--- config.mk ---
export PLATFORM = sky130hd
export DESIGN_NAME = spsq_sequencer
export DESIGN_NICKNAME = d
export VERILOG_FILES = /design/src/hdl/spsq_pkg.sv /design/src/hdl/spsq_sequencer.sv
export SDC_FILE = /design/constraint.sdc
export NUM_CORES = 1
export LEC_CHECK = 0
export BUFFER_PORTS_ARGS = -buffer_cell sky130_fd_sc_hd__buf_2
export CAP_MARGIN = 5
export CORE_UTILIZATION = 40
export DETAILED_ROUTE_END_ITERATION = 10
export PLACE_DENSITY = 0.8
export SLEW_MARGIN = 20
export SYNTH_ARGS = -nofsm -noshare
export SYNTH_HDL_FRONTEND = slang
export SYNTH_SLANG_ARGS = --single-unit
--- constraint.sdc ---
create_clock -name mclk -period 4.7 [get_ports mclk]
set_clock_uncertainty 0.2 [all_clocks]
set_input_delay 0.94 -clock mclk [delete_from_list [all_inputs] [get_ports mclk]]
set_output_delay 0.94 -clock mclk [all_outputs]
set_load 0.01 [all_outputs]
--- src/hdl/spsq_pkg.sv ---
// Purpose: Shared constants for the stepper phase sequencer.
// Assumes: mclk runs at 50 MHz.
// Notes: Phase index 0 is the power-on state with first winding and second negative winding on.
package spsq_pkg;
  // Clock and timing
  localparam int CLK_PERIOD_NS = 20;
  localparam int STEP_MIN_PULSE_NS = 10000;
  localparam int STEP_MIN_PULSE_CYC = (STEP_MIN_PULSE_NS + CLK_PERIOD_NS - 1) / CLK_PERIOD_NS;
  // Glitch filter: level must stand this many samples, far below a legal pulse
  localparam int FILT_LEN = 3;
  // Filtered input indices
  localparam int NUM_IN = 5;
  localparam int IN_STEP = 0;
  localparam int IN_DIR = 1;
  localparam int IN_MODE = 2;
  localparam int IN_EN = 3;
  localparam int IN_RSTN = 4;
  // Sequencer
  localparam int POS_W = 3;
  localparam logic [POS_W-1:0] POS_INIT = 3'h0;
  localparam int WIND_W = 4;
  // Winding vector order: {first, firstNeg, second, secondNeg}
  localparam logic [WIND_W-1:0] WIND_OFF = 4'h0;
  // Register bus
  localparam int ADDR_W = 4;
  localparam int DATA_W = 32;
  localparam logic [ADDR_W-1:0] CTRL_OFS = 4'h0;
  localparam logic [ADDR_W-1:0] STATUS_OFS = 4'h4;
  localparam int CTRL_HOLD_OFF_BIT = 0;
  localparam logic CTRL_HOLD_OFF_RST = 1'b0;
  localparam int ST_POS_LSB = 0;
  localparam int ST_MODE_BIT = 3;
  localparam int ST_DIR_BIT = 4;
  localparam int ST_EN_BIT = 5;
  localparam int ST_RST_BIT = 6;
  localparam int ST_DRIVE_BIT = 7;
endpackage

--- src/hdl/spsq_sequencer.sv ---
// Purpose: Four-winding phase sequencer for a unipolar two-phase stepping motor.
// Assumes: All pins synchronous-ish to mclk; step pulses last far longer than FILT_LEN cycles.
// Notes: Summary of operation below; bus holds a hold-off control and a status word.
//
// Summary of operation
// Controller holds system_reset_low low at least 10 us after power-up.
// After reset the sequence starts with the first winding gate switched on first.
// The step clock advances the sequence only on its rising edge.
// Controller keeps step clock at most 50 kHz, each level at least 10 us.
// direction_select level chooses which way the sequence steps.
// Controller keeps direction_select stable 6.25 us around each step edge.
// Enable low forces all four windings off; enable high drives them normally.
// After enable returns high, excitation resumes from the continued phase.
// Controller drives enable high from the start of operation.
// Mode low selects two-phase full step; mode high selects one-two-phase half step.
// Controller keeps mode stable 5 us around each step edge.
// In two-phase mode each winding stays on for two step periods.
// In one-two-phase mode each winding stays on for three step periods.
// Without step edges the present excitation is held, windings stay driven.
// direction_select low steps forward, high steps reverse.
// system_reset_low low resets the sequencer and turns all windings off.
// A mode change keeps position; the sequence continues from the present phase.
// A mode change close to a step edge may apply one step late.
// Four states in full step, eight in half step, reversed order for reverse.
// All pin inputs are synchronised and glitch filtered before use.
// Enable changes only gate the windings, never the phase or direction.
`timescale 1ns/1ps
module spsq_sequencer (
  input wire logic mclk, // 50 MHz clock
  input wire logic sys_rst, // Synchronous reset, active high
  input wire logic stepClk, // Step clock pin
  input wire logic directionSelect, // Direction pin, low forward
  input wire logic modeSelect, // Mode pin, low full step
  input wire logic enableIn, // Winding enable pin, high drives
  input wire logic systemResetLow, // Sequencer reset pin, active low
  input wire logic [spsq_pkg::ADDR_W-1:0] avs_address, // Avalon byte address
  input wire logic avs_read, // Avalon read
  input wire logic avs_write, // Avalon write
  input wire logic [spsq_pkg::DATA_W-1:0] avs_writedata, // Avalon write data
  output logic [spsq_pkg::DATA_W-1:0] avs_readdata, // Avalon read data
  output logic avs_waitrequest, // Avalon wait request
  output logic firstWinding, // First winding gate
  output logic firstWindingNeg, // First negative winding gate
  output logic secondWinding, // Second winding gate
  output logic secondWindingNeg // Second negative winding gate
);
  import spsq_pkg::*;

  logic [NUM_IN-1:0] syncA_reg;
  logic [NUM_IN-1:0] syncB_reg;
  logic [FILT_LEN-1:0] hist_reg [NUM_IN];
  logic [NUM_IN-1:0] filt_reg;
  logic stepPrev_reg;
  logic stepEdge;
  logic resetActive;
  logic [POS_W-1:0] pos_reg;
  logic [POS_W-1:0] pos_next;
  logic [WIND_W-1:0] wind_reg;
  logic [WIND_W-1:0] wind_next;
  logic holdOff_reg;
  logic waitReq_reg;
  logic [DATA_W-1:0] rdata_reg;
  logic [DATA_W-1:0] rdata_next;
  logic busReq;

  // Winding pattern for each phase index
  function automatic logic [WIND_W-1:0] spsqPattern(input logic [POS_W-1:0] p);
    logic [WIND_W-1:0] w;
    w = WIND_OFF;
    case (p)
      3'h0: w = 4'h9;
      3'h1: w = 4'h8;
      3'h2: w = 4'hA;
      3'h3: w = 4'h2;
      3'h4: w = 4'h6;
      3'h5: w = 4'h4;
      3'h6: w = 4'h5;
      3'h7: w = 4'h1;
      default: w = WIND_OFF;
    endcase
    return w;
  endfunction

  // Next phase index: half step moves one, full step lands on the next even index
  function automatic logic [POS_W-1:0] spsqNextPos(input logic [POS_W-1:0] p, input logic rev, input logic half);
    logic [POS_W-1:0] d;
    d = (half || p[0]) ? 3'h1 : 3'h2;
    return rev ? POS_W'(p - d) : POS_W'(p + d);
  endfunction

  // Two-flop synchronisers for all pins
  always_ff @(posedge mclk) begin
    if (sys_rst) begin
      syncA_reg <= 5'h00;
      syncB_reg <= 5'h00;
    end else begin
      syncA_reg <= {systemResetLow, enableIn, modeSelect, directionSelect, stepClk};
      syncB_reg <= syncA_reg;
    end
  end

  // Glitch filter: a level change needs FILT_LEN equal samples
  always_ff @(posedge mclk) begin
    if (sys_rst) begin
      for (int i = 0; i < NUM_IN; i++) begin
        hist_reg[i] <= '0;
      end
      filt_reg <= 5'h00;
    end else begin
      for (int i = 0; i < NUM_IN; i++) begin
        hist_reg[i] <= {hist_reg[i][FILT_LEN-2:0], syncB_reg[i]};
        if (&hist_reg[i]) begin
          filt_reg[i] <= 1'b1;
        end else if (~|hist_reg[i]) begin
          filt_reg[i] <= 1'b0;
        end
      end
    end
  end

  // Rising edge of the filtered step clock
  always_ff @(posedge mclk) begin
    if (sys_rst) begin
      stepPrev_reg <= 1'b0;
    end else begin
      stepPrev_reg <= filt_reg[IN_STEP];
    end
  end

  assign stepEdge = filt_reg[IN_STEP] && !stepPrev_reg;
  assign resetActive = !filt_reg[IN_RSTN];

  // Phase index update; enable plays no part here
  always_comb begin
    pos_next = pos_reg;
    if (resetActive) begin
      pos_next = POS_INIT;
    end else if (stepEdge) begin
      // Mode and direction taken at the edge, position kept across mode changes
      pos_next = spsqNextPos(pos_reg, filt_reg[IN_DIR], filt_reg[IN_MODE]);
    end
  end

  always_ff @(posedge mclk) begin
    if (sys_rst) begin
      pos_reg <= POS_INIT;
    end else begin
      pos_reg <= pos_next;
    end
  end

  // Winding outputs, gated by reset, enable and software hold-off
  always_comb begin
    wind_next = spsqPattern(pos_reg);
    if (resetActive || !filt_reg[IN_EN] || holdOff_reg) begin
      wind_next = WIND_OFF;
    end
  end

  always_ff @(posedge mclk) begin
    if (sys_rst) begin
      wind_reg <= WIND_OFF;
    end else begin
      wind_reg <= wind_next;
    end
  end

  assign firstWinding = wind_reg[3];
  assign firstWindingNeg = wind_reg[2];
  assign secondWinding = wind_reg[1];
  assign secondWindingNeg = wind_reg[0];

  // Avalon slave: one wait cycle, then the answer
  assign busReq = avs_read || avs_write;

  always_ff @(posedge mclk) begin
    if (sys_rst) begin
      waitReq_reg <= 1'b1;
    end else begin
      waitReq_reg <= !(busReq && waitReq_reg);
    end
  end

  // Read data mux; unmapped addresses read zero
  always_comb begin
    rdata_next = '0;
    case (avs_address)
      CTRL_OFS: rdata_next[CTRL_HOLD_OFF_BIT] = holdOff_reg;
      STATUS_OFS: begin
        rdata_next[ST_POS_LSB +: POS_W] = pos_reg;
        rdata_next[ST_MODE_BIT] = filt_reg[IN_MODE];
        rdata_next[ST_DIR_BIT] = filt_reg[IN_DIR];
        rdata_next[ST_EN_BIT] = filt_reg[IN_EN];
        rdata_next[ST_RST_BIT] = resetActive;
        rdata_next[ST_DRIVE_BIT] = |wind_reg;
      end
      default: rdata_next = '0;
    endcase
  end

  always_ff @(posedge mclk) begin
    if (sys_rst) begin
      rdata_reg <= '0;
    end else if (avs_read && waitReq_reg) begin
      rdata_reg <= rdata_next;
    end
  end

  assign avs_readdata = rdata_reg;
  assign avs_waitrequest = waitReq_reg;

  // Control register write, taken at the edge where waitrequest is low
  always_ff @(posedge mclk) begin
    if (sys_rst) begin
      holdOff_reg <= CTRL_HOLD_OFF_RST;
    end else if (avs_write && !waitReq_reg && avs_address == CTRL_OFS) begin
      holdOff_reg <= avs_writedata[CTRL_HOLD_OFF_BIT];
    end
  end

  // Checks on the sequencer
  reset_init_a: assert property (@(posedge mclk) disable iff (sys_rst)
    resetActive |=> pos_reg == POS_INIT && wind_reg == WIND_OFF)
    else $error("phase not at initial state after reset");

  reset_off_a: assert property (@(posedge mclk) disable iff (sys_rst)
    resetActive |=> wind_reg == WIND_OFF)
    else $error("windings driven during reset");

  enable_off_a: assert property (@(posedge mclk) disable iff (sys_rst)
    !filt_reg[IN_EN] |=> wind_reg == WIND_OFF)
    else $error("windings driven while enable low");

  drive_match_a: assert property (@(posedge mclk) disable iff (sys_rst)
    (filt_reg[IN_EN] && !resetActive && !holdOff_reg) |=> wind_reg == spsqPattern($past(pos_reg)))
    else $error("windings do not follow phase");

  hold_still_a: assert property (@(posedge mclk) disable iff (sys_rst)
    (!stepEdge && !resetActive) |=> $stable(pos_reg))
    else $error("phase moved without step edge");

  half_fwd_a: assert property (@(posedge mclk) disable iff (sys_rst)
    (stepEdge && !resetActive && filt_reg[IN_MODE] && !filt_reg[IN_DIR])
      |=> pos_reg == POS_W'($past(pos_reg) + 3'h1))
    else $error("half step forward wrong");

  half_rev_a: assert property (@(posedge mclk) disable iff (sys_rst)
    (stepEdge && !resetActive && filt_reg[IN_MODE] && filt_reg[IN_DIR])
      |=> pos_reg == POS_W'($past(pos_reg) - 3'h1))
    else $error("half step reverse wrong");

  full_even_a: assert property (@(posedge mclk) disable iff (sys_rst)
    (stepEdge && !resetActive && !filt_reg[IN_MODE]) |=> !pos_reg[0] && pos_reg != $past(pos_reg))
    else $error("full step not on two-phase state");

  enable_keep_a: assert property (@(posedge mclk) disable iff (sys_rst)
    ($changed(filt_reg[IN_EN]) && !stepEdge && !resetActive) |=> $stable(pos_reg))
    else $error("enable change moved phase");

  step_filter_a: assert property (@(posedge mclk) disable iff (sys_rst)
    stepEdge |-> $past(hist_reg[IN_STEP]) == {FILT_LEN{1'b1}})
    else $error("step edge without filtered level");

  bus_wait_a: assert property (@(posedge mclk) disable iff (sys_rst)
    (busReq && waitReq_reg) |=> !waitReq_reg ##1 waitReq_reg)
    else $error("bus answer not one wait cycle");

  // Further checks on full stepping, reset exit, enable return and the bus
  full_fwd_a: assert property (@(posedge mclk) disable iff (sys_rst)
    (stepEdge && !resetActive && !filt_reg[IN_MODE] && !filt_reg[IN_DIR] && !pos_reg[0])
      |=> pos_reg == POS_W'($past(pos_reg) + 3'h2))
    else $error("full step forward wrong");

  full_rev_a: assert property (@(posedge mclk) disable iff (sys_rst)
    (stepEdge && !resetActive && !filt_reg[IN_MODE] && filt_reg[IN_DIR] && !pos_reg[0])
      |=> pos_reg == POS_W'($past(pos_reg) - 3'h2))
    else $error("full step reverse wrong");

  mode_odd_a: assert property (@(posedge mclk) disable iff (sys_rst)
    (stepEdge && !resetActive && !filt_reg[IN_MODE] && pos_reg[0])
      |=> pos_reg == ($past(filt_reg[IN_DIR]) ? POS_W'($past(pos_reg) - 3'h1) : POS_W'($past(pos_reg) + 3'h1)))
    else $error("mode change lost position");

  reset_exit_a: assert property (@(posedge mclk) disable iff (sys_rst)
    ($fell(resetActive) && filt_reg[IN_EN] && !holdOff_reg)
      |-> pos_reg == POS_INIT ##1 wind_reg == spsqPattern(POS_INIT))
    else $error("first excitation after reset wrong");

  enable_resume_a: assert property (@(posedge mclk) disable iff (sys_rst)
    ($rose(filt_reg[IN_EN]) && !resetActive && !holdOff_reg) |=> wind_reg == spsqPattern($past(pos_reg)))
    else $error("windings did not resume at continued phase");

  hold_gate_a: assert property (@(posedge mclk) disable iff (sys_rst)
    holdOff_reg |=> wind_reg == WIND_OFF)
    else $error("windings driven during hold-off");

  bus_refuse_a: assert property (@(posedge mclk) disable iff (sys_rst)
    (avs_write && avs_address != CTRL_OFS) |=> $stable(holdOff_reg))
    else $error("write to a read-only address took effect");

  read_word_a: assert property (@(posedge mclk) disable iff (sys_rst)
    (avs_read && waitReq_reg && avs_address == STATUS_OFS) |=> avs_readdata[ST_POS_LSB +: POS_W] == $past(pos_reg))
    else $error("status read lost phase index");

endmodule

# Word-level counts from Yosys, hierarchy flattened
# Memory sizes are Yosys's and may differ from the RTL's. A register that Yosys moved wholly into a read port is not among the register bits.
# Cells that the tools add are included.
[totals] ram_bits=15 input_bits=45 mem_count=2 reg_bits=29 output_inout_bits=37 rom_bits=32
[mem_list] name="(no name shown)" depth=8 width=4 read_ports=1 rd_clocked_by_memory_dff=1 write_ports=0 line="spsq_sequencer.sv:70" rtl="case (p)"
[mem_list] name="hist_reg" depth=5 width=3 read_ports=5 rd_clocked_by_memory_dff=0 write_ports=5 line="spsq_sequencer.sv:51" rtl="logic [FILT_LEN-1:0] hist_reg [NUM_IN];"
[op_classes] n_reduce_logical=28 n_eq_ne=6 n_addsub=2 muxes=22 n_bitwise=6
[ops] operator="3-bit 2-to-1 mux" n=6
[ops] operator="3-bit AND reduction" n=5
[ops] operator="3-bit OR reduction" n=5
[ops] operator="1-bit 2-to-1 mux" n=13
[ops] operator="2-bit inequality test, second input constant" n=5
[ops] operator="7-bit 2-to-1 mux" n=1
[ops] operator="1-bit logical AND" n=5
[ops] operator="1-bit zero test" n=5
[ops] operator="1-bit bitwise OR" n=5
[ops] operator="4-bit by 3-bit equality test with 1-bit output, second input constant" n=1
[ops] operator="4-bit zero test" n=1
[ops] operator="1-bit logical OR" n=4
[ops] operator="2-bit OR reduction" n=2
[ops] operator="4-bit OR reduction" n=1
[ops] operator="3-bit by 2-bit adder with 3-bit output" n=1
[ops] operator="3-bit by 2-bit subtractor with 3-bit output" n=1
[ops] operator="2-bit 2-to-1 mux" n=1
[ops] operator="1-bit case mux with 2 select lines" n=1
[ops] operator="1-bit NOT" n=1

# Longest topological paths before layout
# Gate-level depths: netlist of the first run.
[depth] depth_word=4 mapped_depth=5 mapped_depth_nobuf=5

# Least setup slack after synthesis of the first run
# No wires, ideal clock.
[synth_timing] kind="input to register" startpoint="input avs_address[3] in the netlist's numbering" endpoint="register holdOff_reg" arrival_ps=1567 setup_time_ps=132 required_time_ps=4368 path_stages=3 path_buffers=0 path_slack_ps=2800 path_cell_list="nor3_2 > a21bo_2 > a21oi_1"
[synth_between] elab_chain_len=2
[synth_lines] item="start, declared" line="spsq_sequencer.sv:36" rtl="input wire logic [spsq_pkg::ADDR_W-1:0] avs_address,"
[synth_lines] item="4-bit zero test" line="spsq_sequencer.sv:216" rtl="end else if (avs_write && !waitReq_reg && avs_address == CTRL_OFS) begin"
[synth_lines] item="1-bit logical AND" line="spsq_sequencer.sv:216"
[synth_lines] item="end signal, assigned" line="spsq_sequencer.sv:217" rtl="holdOff_reg <= avs_writedata[CTRL_HOLD_OFF_BIT];"
[synth_lines] item="end, declared" line="spsq_sequencer.sv:60" rtl="logic holdOff_reg;"
# No other way between the ends.
# A chain may end at the register's enable or synchronous reset.

# Worst setup path in the final report of the first run
[layout_timing] startpoint="register waitReq_reg (netlist: avs_waitrequest)" endpoint="output avs_waitrequest"
[layout_lines] item="start, declared" line="spsq_sequencer.sv:61" rtl="logic waitReq_reg;"
[layout_lines] item="start signal, assigned" line="spsq_sequencer.sv:180" rtl="waitReq_reg <= !(busReq && waitReq_reg);"
[layout_lines] item="end, declared" line="spsq_sequencer.sv:41" rtl="output logic avs_waitrequest,"
# No word-level cell between the ends.

==> results.sh, run 1 <==
export IMPL_outcome="completed"
export IMPL_critPathArrivalTime_ns=0.87
export IMPL_stdcell_count=256
export IMPL_p_int_uw=610
export IMPL_setup_tns_final_ns=0
export IMPL_async_reset_ff_share_pct=0
export IMPL_fmax_mhz=497
export IMPL_clock_sinks=48
export IMPL_core_area_um2=4140
export IMPL_finalWirelength_mm=2.63
export IMPL_peakVddDrop_mv=0.237
export IMPL_hold_violations=0
export IMPL_cts_setup_buffers=0
export IMPL_die_area_um2=4720
export IMPL_post_route_util_pct=47.9
export IMPL_cap_viol_max_count=0
export IMPL_antenna_found_initial=0
export IMPL_areaGrowthSynthToFinish_pct=11.6
export IMPL_cts_made_buffers=5
export IMPL_synth_cell_types=30
export IMPL_cp_slowest_cell="dfxtp_1"
export IMPL_drc=0
export IMPL_switching_share_pct=19.6
export IMPL_dieHeight_um=68.7
export IMPL_io_buffers=26
export IMPL_clk_latency_ns=0.29
export IMPL_postRouteAntennaNets=0
export IMPL_start_kind="flip-flop"
export IMPL_syn_area_per_cell_um2=10.0
export IMPL_synth_flop_cell="dfxtp_1"
export IMPL_yosysSeqAreaShare_pct=54.0
export IMPL_viasPerCell=4.68
export IMPL_vias=1198
export IMPL_max_stage_delay_ns=0.42
export IMPL_start_util_pct=42.9
export IMPL_cts_buffer_depth=2
export IMPL_crit_required_ns=3.56
export IMPL_clockPowerShare_pct=41.0
export IMPL_p_leak_uw=0.000872
export IMPL_path_cells="buf_2"
export IMPL_cts_resized=0
export IMPL_first_pass_iters=4
export IMPL_worst_slew_pin_slew_ns=0.705
export IMPL_power_switching_uw=149
export IMPL_synth_edf_count=0
export IMPL_path_buf_inv=1
export IMPL_dp_cells=248
export IMPL_critPathKind="flip-flop to primary output"
export IMPL_grt_max_degree=43
export IMPL_p_comb_share_pct=4.2
export IMPL_place_hpwl_mm=1.75
export IMPL_cts_hold_buffers=0
export IMPL_synth_yosys_warnings=0
export IMPL_cts_root_buf="clkbuf_8"
export IMPL_finalSetupViolCount=0
export IMPL_cts_max_level=2
export IMPL_grt_setup_unrepaired="false"
export IMPL_hp_class="flip-flop to flip-flop"
export IMPL_grt_pass1_vias=979
export IMPL_finalCritPeriodShare_pct=42.8
export IMPL_wire_per_inst_um=10.3
export IMPL_period_needed_ns=2.01
export IMPL_pin_count=82
export IMPL_clk_pin_slew_worst_paths_ns=0.08
export IMPL_grt_overflow=0
export IMPL_path_delay_family="flip-flops"
export IMPL_grt_use_total_pct=12.2
export IMPL_synth_cells=178
export IMPL_grt_pass1_wl_mm=4.13
export IMPL_p_seq_share_pct=54.9
export IMPL_cts_tree="yes"
export IMPL_antenna_cells=0
export IMPL_drive_above_1_share_pct=18.9
export IMPL_synth_seq_cells=48
export IMPL_worst_setup_path_end_kind="primary output"
export IMPL_gp_congestion=0.726
export IMPL_relSlewSlack_pct=53.0
export IMPL_slew_viol_final=0
export IMPL_syn_area_um2=1780
export IMPL_pwr_density_cell_nw_per_um2=382
export IMPL_num_nets_final=251
export IMPL_largest_reg_flops=15
export IMPL_die_x_um=68.7
export IMPL_crit_fanout=6
export IMPL_fp_row_count=23
export IMPL_drt_iter0_drc=37
==> worst paths after layout <==
| check | startpoint | end | slack, ns | cells past startpoint |
|---|---|---|---|---|
| setup / recovery | avs_waitrequest$_SDFF_PP1_ | avs_waitrequest | 2.69 | 1 |
| hold / removal | hist_reg[0][8]$_SDFF_PP0_ | filt_reg[2]$_SDFFE_PP0P_ | 0.23 | 2 |
| setup reg to reg | pos_reg[0]$_SDFFE_PP0P_ | pos_reg[2]$_SDFFE_PP0P_ | 2.85 | 5 |
| hold reg to reg | hist_reg[0][8]$_SDFF_PP0_ | filt_reg[2]$_SDFFE_PP0P_ | 0.23 | 2 |
==> Yosys cell counts, drive strengths merged (2+ instances only) <==
cell,n,area (um^2)
mux2,2,22.5
clkbuf,5,18.8
nand2b,2,12.5
nor3b,2,15.0
nor3,2,15.0
nor2,13,48.8
a21oi,10,50.1
a32oi,7,61.3
dfxtp,48,961
a21o,6,46.3
buf,24,180
nand2,8,30.0
inv,4,15.0
nor2b,26,163
o21ai,6,30.0
==> stage by stage <==
| step | setup slack, ns | hold slack, ns | area, um^2 | total power [uW] |
|---|---|---|---|---|
| after floorplan | 2.80 | 0.214 | 1870 | 462 |
| after global placement | 2.45 | 0.216 | 1860 | 456 |
| after detailed placement | 2.43 | 0.225 | 1860 | 457 |
| after CTS | 2.69 | 0.240 | 1990 | 768 |
| after global routing | 2.64 | 0.245 | 1990 | 791 |
| final | 2.69 | 0.231 | 1990 | 759 |
==> cells by family after synthesis <==
group                    count (synthesis)  share of synthesized area [%]
AND/OR/NAND/NOR                         59                           18.4
flip-flops                              48                           54.0
buffers and inverters                   33                           12.0
AO/OA/AOI/OAI                           32                           12.0
multiplexers                             3                           1.83
adder cells (fa/ha/maj)                  1                           1.13
other                                    1                          0.211
XOR/XNOR                                 1                          0.492
==> tightest hold or removal path, stage by stage, from the launching register on <==
cell,delay (ns)
dfxtp_1,0.30
nand2_1,0.04
a21oi_1,0.05
==> metal layers <==
layer / vias up / share of wire, % / GRT usage [%]
li1: 594 / - / -
met1: 548 / 46 / 13.3
met2: 51 / 45 / 21.6
met3: 5 / 7.6 / 3.95
met4: 0 / 1.3 / 5.36
met5: - / 0 / 0
==> cells in the final DEF (no fill, tap or decap), types with 2 or more instances in the layout <==
cell | netlist | final
a21o_1 | 5 | 5
a21oi_1 | 10 | 10
a32oi_1 | 7 | 7
buf_2 | 0 | 26
clkbuf_8 | 0 | 7
conb_1 | 1 | 24
dfxtp_1 | 48 | 48
inv_1 | 4 | 4
mux2_2 | 2 | 2
nand2_1 | 8 | 8
nand2b_1 | 2 | 2
nor2_1 | 13 | 13
nor2b_1 | 26 | 26
nor3b_1 | 2 | 2
o21ai_0 | 6 | 6
==> power groups by stage <==
stage,logic (uW),clock network (uW),registers (uW)
final,31.6,311,416
after global placement,30.7,0,426
after floorplan,36.2,0,425
after CTS,31.6,320,416
after detailed placement,31.5,0,426
after global routing,36.4,338,417
==> cell type report <==
type	instances	area, um^2
fillers	396	2160
clock inverters	1	30.0
well taps	50	62.6
multi-input cells	120	691
inverters	4	15.0
repair buffers	26	130
clock buffers	7	96.3
flip-flops and latches	48	961
Power figures use the tool's default switching activity.
==> inputs of run 2 (changes only) <==
--- a/config.mk
+++ b/config.mk
@@ -9,7 +9,7 @@
 export CAP_MARGIN = 5
 export CORE_UTILIZATION = 40
 export DETAILED_ROUTE_END_ITERATION = 10
-export PLACE_DENSITY = 0.8
+export PLACE_DENSITY = 0.83
 export SLEW_MARGIN = 20
 export SYNTH_ARGS = -nofsm -noshare
 export SYNTH_HDL_FRONTEND = slang
==> constraint.sdc (replaced) <==
create_clock -name mclk -period 1.72 [get_ports mclk]
set_clock_uncertainty 0.2 [all_clocks]
set_input_delay 0.344 -clock mclk [delete_from_list [all_inputs] [get_ports mclk]]
set_output_delay 0.344 -clock mclk [all_outputs]
set_load 0.01 [all_outputs]
==> results.sh, run 2 (synthesized netlist as in run 1, its figures left out) <==
export IMPL_start_util_pct=42.9
export IMPL_r2r_slack_ns=-0.005
export IMPL_p_total_uw=2010
export IMPL_grt_pass1_vias=1071
export IMPL_layout_commonest_cell="dfxtp_1"
export IMPL_io_buffers=26
export IMPL_grt_overflow=0
export IMPL_core_area_um2=4140
export IMPL_crit_required_ns=1.76
export IMPL_nFillCells=410
export IMPL_violations="negative setup slack"
export IMPL_cts_max_level=2
export IMPL_antenna_found_initial=0
export IMPL_grt_max_degree=34
export IMPL_holdPathStages=2
export IMPL_grt_pass1_wl_mm=4.37
export IMPL_period_needed_ns=1.72
export IMPL_cts_buffer_depth=2
export IMPL_viasPerCell=4.67
export IMPL_cts_root_buf="clkbuf_8"
export IMPL_cts_made_buffers=5
export IMPL_wire_per_inst_um=10.4
export IMPL_dieHeight_um=68.7
export IMPL_slew_viol_final=0
export IMPL_cts_tree="yes"
export IMPL_holdPathEnd="avs_waitrequest$_SDFF_PP1_"
export IMPL_cap_viol_max_count=0
export IMPL_final_cell_mix="46 x dfxtp_1, 26 x nor2b_1, 26 x buf_2, 24 x conb_1, 13 x nor2_1"
export IMPL_hp_class="primary input to flip-flop"
export IMPL_finalSetupViolCount=1
export IMPL_whs_ns=0.0432
export IMPL_largest_reg_flops=15
export IMPL_place_hpwl_mm=1.88
export IMPL_fmax_mhz=580
export IMPL_holdCritStartpoint="avs_write"
export IMPL_grt_setup_unrepaired="true"
export IMPL_pin_count=82
export IMPL_finalCritPeriodShare_pct=100
export IMPL_pwr_density_cell_nw_per_um2=986
export IMPL_post_route_util_pct=49.2
export IMPL_first_pass_iters=4
export IMPL_clk_pin_slew_worst_paths_ns=0.08
export IMPL_rr_endpoint="pos_reg[2]$_SDFFE_PP0P_"
export IMPL_drive_above_1_share_pct=24.1
export IMPL_fp_row_count=23
export IMPL_cts_setup_buffers=0
export IMPL_gp_congestion=0.732
export IMPL_drc=0
export IMPL_layout_setup_ws_ns=-0.00461
export IMPL_critPathKind="flip-flop to flip-flop"
export IMPL_outcome="finished with violations"
export IMPL_clk_latency_ns=0.30
export IMPL_die_area_um2=4720
export IMPL_ff2ff_path_depth=5
export IMPL_clock_sinks=48
export IMPL_p_leak_uw=0.000898
export IMPL_start_kind="flip-flop"
export IMPL_worst_setup_path_end_kind="flip-flop"
export IMPL_drt_iter0_drc=80
export IMPL_r2r_start="pos_reg[0]$_SDFFE_PP0P_"
export IMPL_die_x_um=68.7
export IMPL_peakVddDrop_mv=0.473
export IMPL_vias=1223
export IMPL_antenna_cells=0
export IMPL_grt_use_total_pct=12.7
export IMPL_hold_violations=0
export IMPL_critPathArrivalTime_ns=1.76
export IMPL_postRouteAntennaNets=0
export IMPL_num_nets_final=257
export IMPL_areaGrowthSynthToFinish_pct=14.7
export IMPL_crit_fanout=3
export IMPL_finalWirelength_mm=2.72
[run 2: area by class of cell]
class	count	area (um^2)	area share, %
inverters	4	15.0	0.736
clock buffers	6	72.6	3.56
flip-flops and latches	48	963	47.2
clock inverters	2	35.0	1.72
multi-input cells	120	717	35.1
repair buffers	32	175	8.58
well taps	50	62.6	3.07
[run 2: what timing repair did]
item | in CTS | in global routing
resized for setup | 1 | 4
pin swaps | 1 | 1
endpoints found under the setup margin | 1 | 1
hold buffers | 0 | 0
cloned | 0 | 0
[run 2: worst max-delay path by stage]
stage / from / endpoint / slack [ns] / depth (start not counted)
global route: pos_reg[0]$_SDFFE_PP0P_ / pos_reg[2]$_SDFFE_PP0P_ / -0.06 / 5
detailed placement: filt_reg[2]$_SDFFE_PP0P_ / pos_reg[2]$_SDFFE_PP0P_ / -0.03 / 5
floorplan: filt_reg[2]$_SDFFE_PP0P_ / pos_reg[2]$_SDFFE_PP0P_ / 0.02 / 5
CTS: pos_reg[0]$_SDFFE_PP0P_ / pos_reg[2]$_SDFFE_PP0P_ / 0.002 / 5
finish: pos_reg[0]$_SDFFE_PP0P_ / pos_reg[2]$_SDFFE_PP0P_ / -0.005 / 5
global placement: filt_reg[2]$_SDFFE_PP0P_ / pos_reg[2]$_SDFFE_PP0P_ / -0.005 / 5
[run 2: metal layers]
metal	vias up	wire length, um	GRT usage [%]
li1	609	-	-
met1	566	1260	14.5
met2	41	1220	20.6
met3	7	177	4.11
met4	0	56	7.65
met5	-	0	0
[run 2: worst max-delay path: stages (launching register included)]
cell and delay, ns:
dfxtp_2 0.34, o21a_1 0.20, fa_2 0.35, xnor2_2 0.14
or3_4 0.33, a21oi_2 0.11
[run 2: report_power, final]
group          internal, uW  total [uW]  switching (uW)
Sequential             1130        1140            8.07
Clock                   431         786             355
Combinational          28.4        87.6            59.2
[run 2: through the flow]
step                TNS (ns)  setup WS [ns]  area [um^2]  std cells
floorplan                  0         0.0173         1870        201
global placement    -0.00506       -0.00506         1910        254
finish              -0.00461       -0.00461         2040        262
CTS                        0        0.00224         2020        262
detailed placement   -0.0262        -0.0262         1910        254
global route         -0.0600        -0.0600         2040        262
==> inputs of run 3 (changes only) <==
--- a/config.mk
+++ b/config.mk
@@ -8,6 +8,7 @@
 export BUFFER_PORTS_ARGS = -buffer_cell sky130_fd_sc_hd__buf_2
 export CAP_MARGIN = 5
 export CORE_UTILIZATION = 40
+export CTS_BUF_LIST = sky130_fd_sc_hd__clkbuf_2
 export DETAILED_ROUTE_END_ITERATION = 10
 export PLACE_DENSITY = 0.83
 export SLEW_MARGIN = 20
==> results.sh, run 3 (synthesized netlist as in run 1, its figures left out) <==
export IMPL_outcome="finished with violations"
export IMPL_violations="negative setup slack"
export IMPL_cts_max_level=2
export IMPL_finalSetupViolCount=1
export IMPL_hold_violations=0
export IMPL_clock_sinks=48
export IMPL_first_pass_iters=4
export IMPL_hp_class="primary input to flip-flop"
export IMPL_final_cell_mix="46 x dfxtp_1, 26 x nor2b_1, 26 x buf_2, 24 x conb_1, 13 x nor2_1"
export IMPL_place_hpwl_mm=1.88
export IMPL_clk_latency_ns=0.41
export IMPL_vias=1259
export IMPL_grt_busiest_layer="met2"
export IMPL_die_x_um=68.7
export IMPL_areaGrowthSynthToFinish_pct=17.9
export IMPL_grt_pass1_vias=1114
export IMPL_antenna_found_initial=0
export IMPL_cap_viol_max_count=0
export IMPL_p_leak_uw=0.000926
export IMPL_clockPowerShare_pct=32.1
export IMPL_drc=0
export IMPL_grt_pass1_wl_mm=4.53
export IMPL_grt_setup_unrepaired="true"
export IMPL_postRouteAntennaNets=0
export IMPL_cts_made_buffers=5
export IMPL_cts_buffer_depth=2
export IMPL_viasPerCell=4.63
export IMPL_gp_congestion=0.732
export IMPL_worst_setup_path_end_kind="flip-flop"
export IMPL_use_met2_pct=21.7
export IMPL_antenna_cells=0
export IMPL_pre_cts_slack_ns=-0.0262
export IMPL_fmax_mhz=574
export IMPL_largest_reg_flops=15
export IMPL_cts_root_buf="clkbuf_2"
export IMPL_finalCritPeriodShare_pct=101
export IMPL_die_area_um2=4720
export IMPL_critPathArrivalTime_ns=1.91
export IMPL_slew_viol_final=0
export IMPL_drt_iter0_drc=88
export IMPL_layout_commonest_cell="dfxtp_1"
export IMPL_met1_usage_pct=14.7
export IMPL_dieHeight_um=68.7
export IMPL_num_nets_final=267
export IMPL_critPathKind="flip-flop to flip-flop"
export IMPL_cts_tree="yes"
export IMPL_crit_required_ns=1.89
export IMPL_grt_max_degree=34
export IMPL_fp_row_count=23
export IMPL_finalWirelength_mm=2.81
export IMPL_pwr_density_cell_nw_per_um2=877
export IMPL_clk_pin_slew_worst_paths_ns=0.22
export IMPL_start_kind="flip-flop"
export IMPL_drive_above_1_share_pct=23.4
export IMPL_wire_per_inst_um=10.3
export IMPL_switching_share_pct=22.4
export IMPL_io_buffers=26
export IMPL_final_area_um2=2100
export IMPL_period_needed_ns=1.74
export IMPL_grtUsageMet3_pct=7.07
export IMPL_core_area_um2=4140
export IMPL_grt_overflow=0
export IMPL_layout_setup_ws_ns=-0.0227
export IMPL_peakVddDrop_mv=0.420
export IMPL_dpl_cell_area_um2=1910
export IMPL_start_util_pct=42.9
export IMPL_p_int_uw=1430
export IMPL_grt_use_total_pct=13.3
export IMPL_crit_fanout=3
export IMPL_p_comb_share_pct=5.8
export IMPL_pin_count=82
export IMPL_power_switching_uw=412
export IMPL_p_seq_share_pct=62.1
-- run 3: metrics by stage --
step                setup TNS [ns]  cells  hold slack (ns)  power (uW)  util (%)
floorplan                        0    201            0.210        1260         -
global placement          -0.00506    254            0.215        1250      46.2
detailed placement         -0.0262    254            0.222        1250      46.2
CTS                       -0.00551    272          0.00755        1860      50.2
global route               -0.0929    272          0.00733        1930      50.6
finish                     -0.0227    272           0.0478        1840      50.6
-- run 3: path summary, 6_finish.rpt --
path	depth (start not counted)	to	slack (ns)	startpoint
max	5	pos_reg[2]$_SDFFE_PP0P_	-0.02	pos_reg[0]$_SDFFE_PP0P_
min	4	holdOff_reg$_SDFFE_PP0P_	0.05	avs_address[2]
max reg2reg	5	pos_reg[2]$_SDFFE_PP0P_	-0.02	pos_reg[0]$_SDFFE_PP0P_
min reg2reg	2	filt_reg[4]$_SDFFE_PP0P_	0.25	hist_reg[0][14]$_SDFF_PP0_
-- run 3: layer usage --
layer	share of wire [%]	vias to the layer above	routed length, um
li1	-	630	-
met1	46	584	1290
met2	47	43	1310
met3	7.3	2	206
met4	0.28	0	8
met5	0	-	0
-- run 3: what timing repair did --
action	4_1_cts	5_1_grt
buffers inserted	0	0
endpoints found under the setup margin	1	1
hold endpoints to repair	14	0
gates resized for setup	2	3
hold buffers	10	0
pin swaps	2	0
-- run 3: cell type report --
cell class / count / area (um^2)
Sequential cell: 48 / 963
Timing Repair Buffer: 42 / 275
Inverter: 4 / 15.0
Multi-Input combinational cell: 120 / 717
Clock buffer: 6 / 30.0
Tap cell: 50 / 62.6
Clock inverter: 2 / 35.0
Fill cell: 399 / 2050
-- run 3: power by group through the flow --
stage | clock, uW | sequential, uW | combinational [uW]
2_1_floorplan | 0 | 1160 | 99.0
3_3_place_gp | 0 | 1160 | 86.1
3_5_place_dp | 0 | 1160 | 87.2
4_1_cts | 608 | 1140 | 105
5_1_grt | 661 | 1150 | 119
6_report | 591 | 1140 | 107
-- run 3: worst max-delay path, stage by stage, from the launching register on --
cell     delay [ns]
dfxtp_2        0.38
o21a_1         0.20
fa_2           0.35
xnor2_2        0.14
or3_4          0.33
a21oi_2        0.11
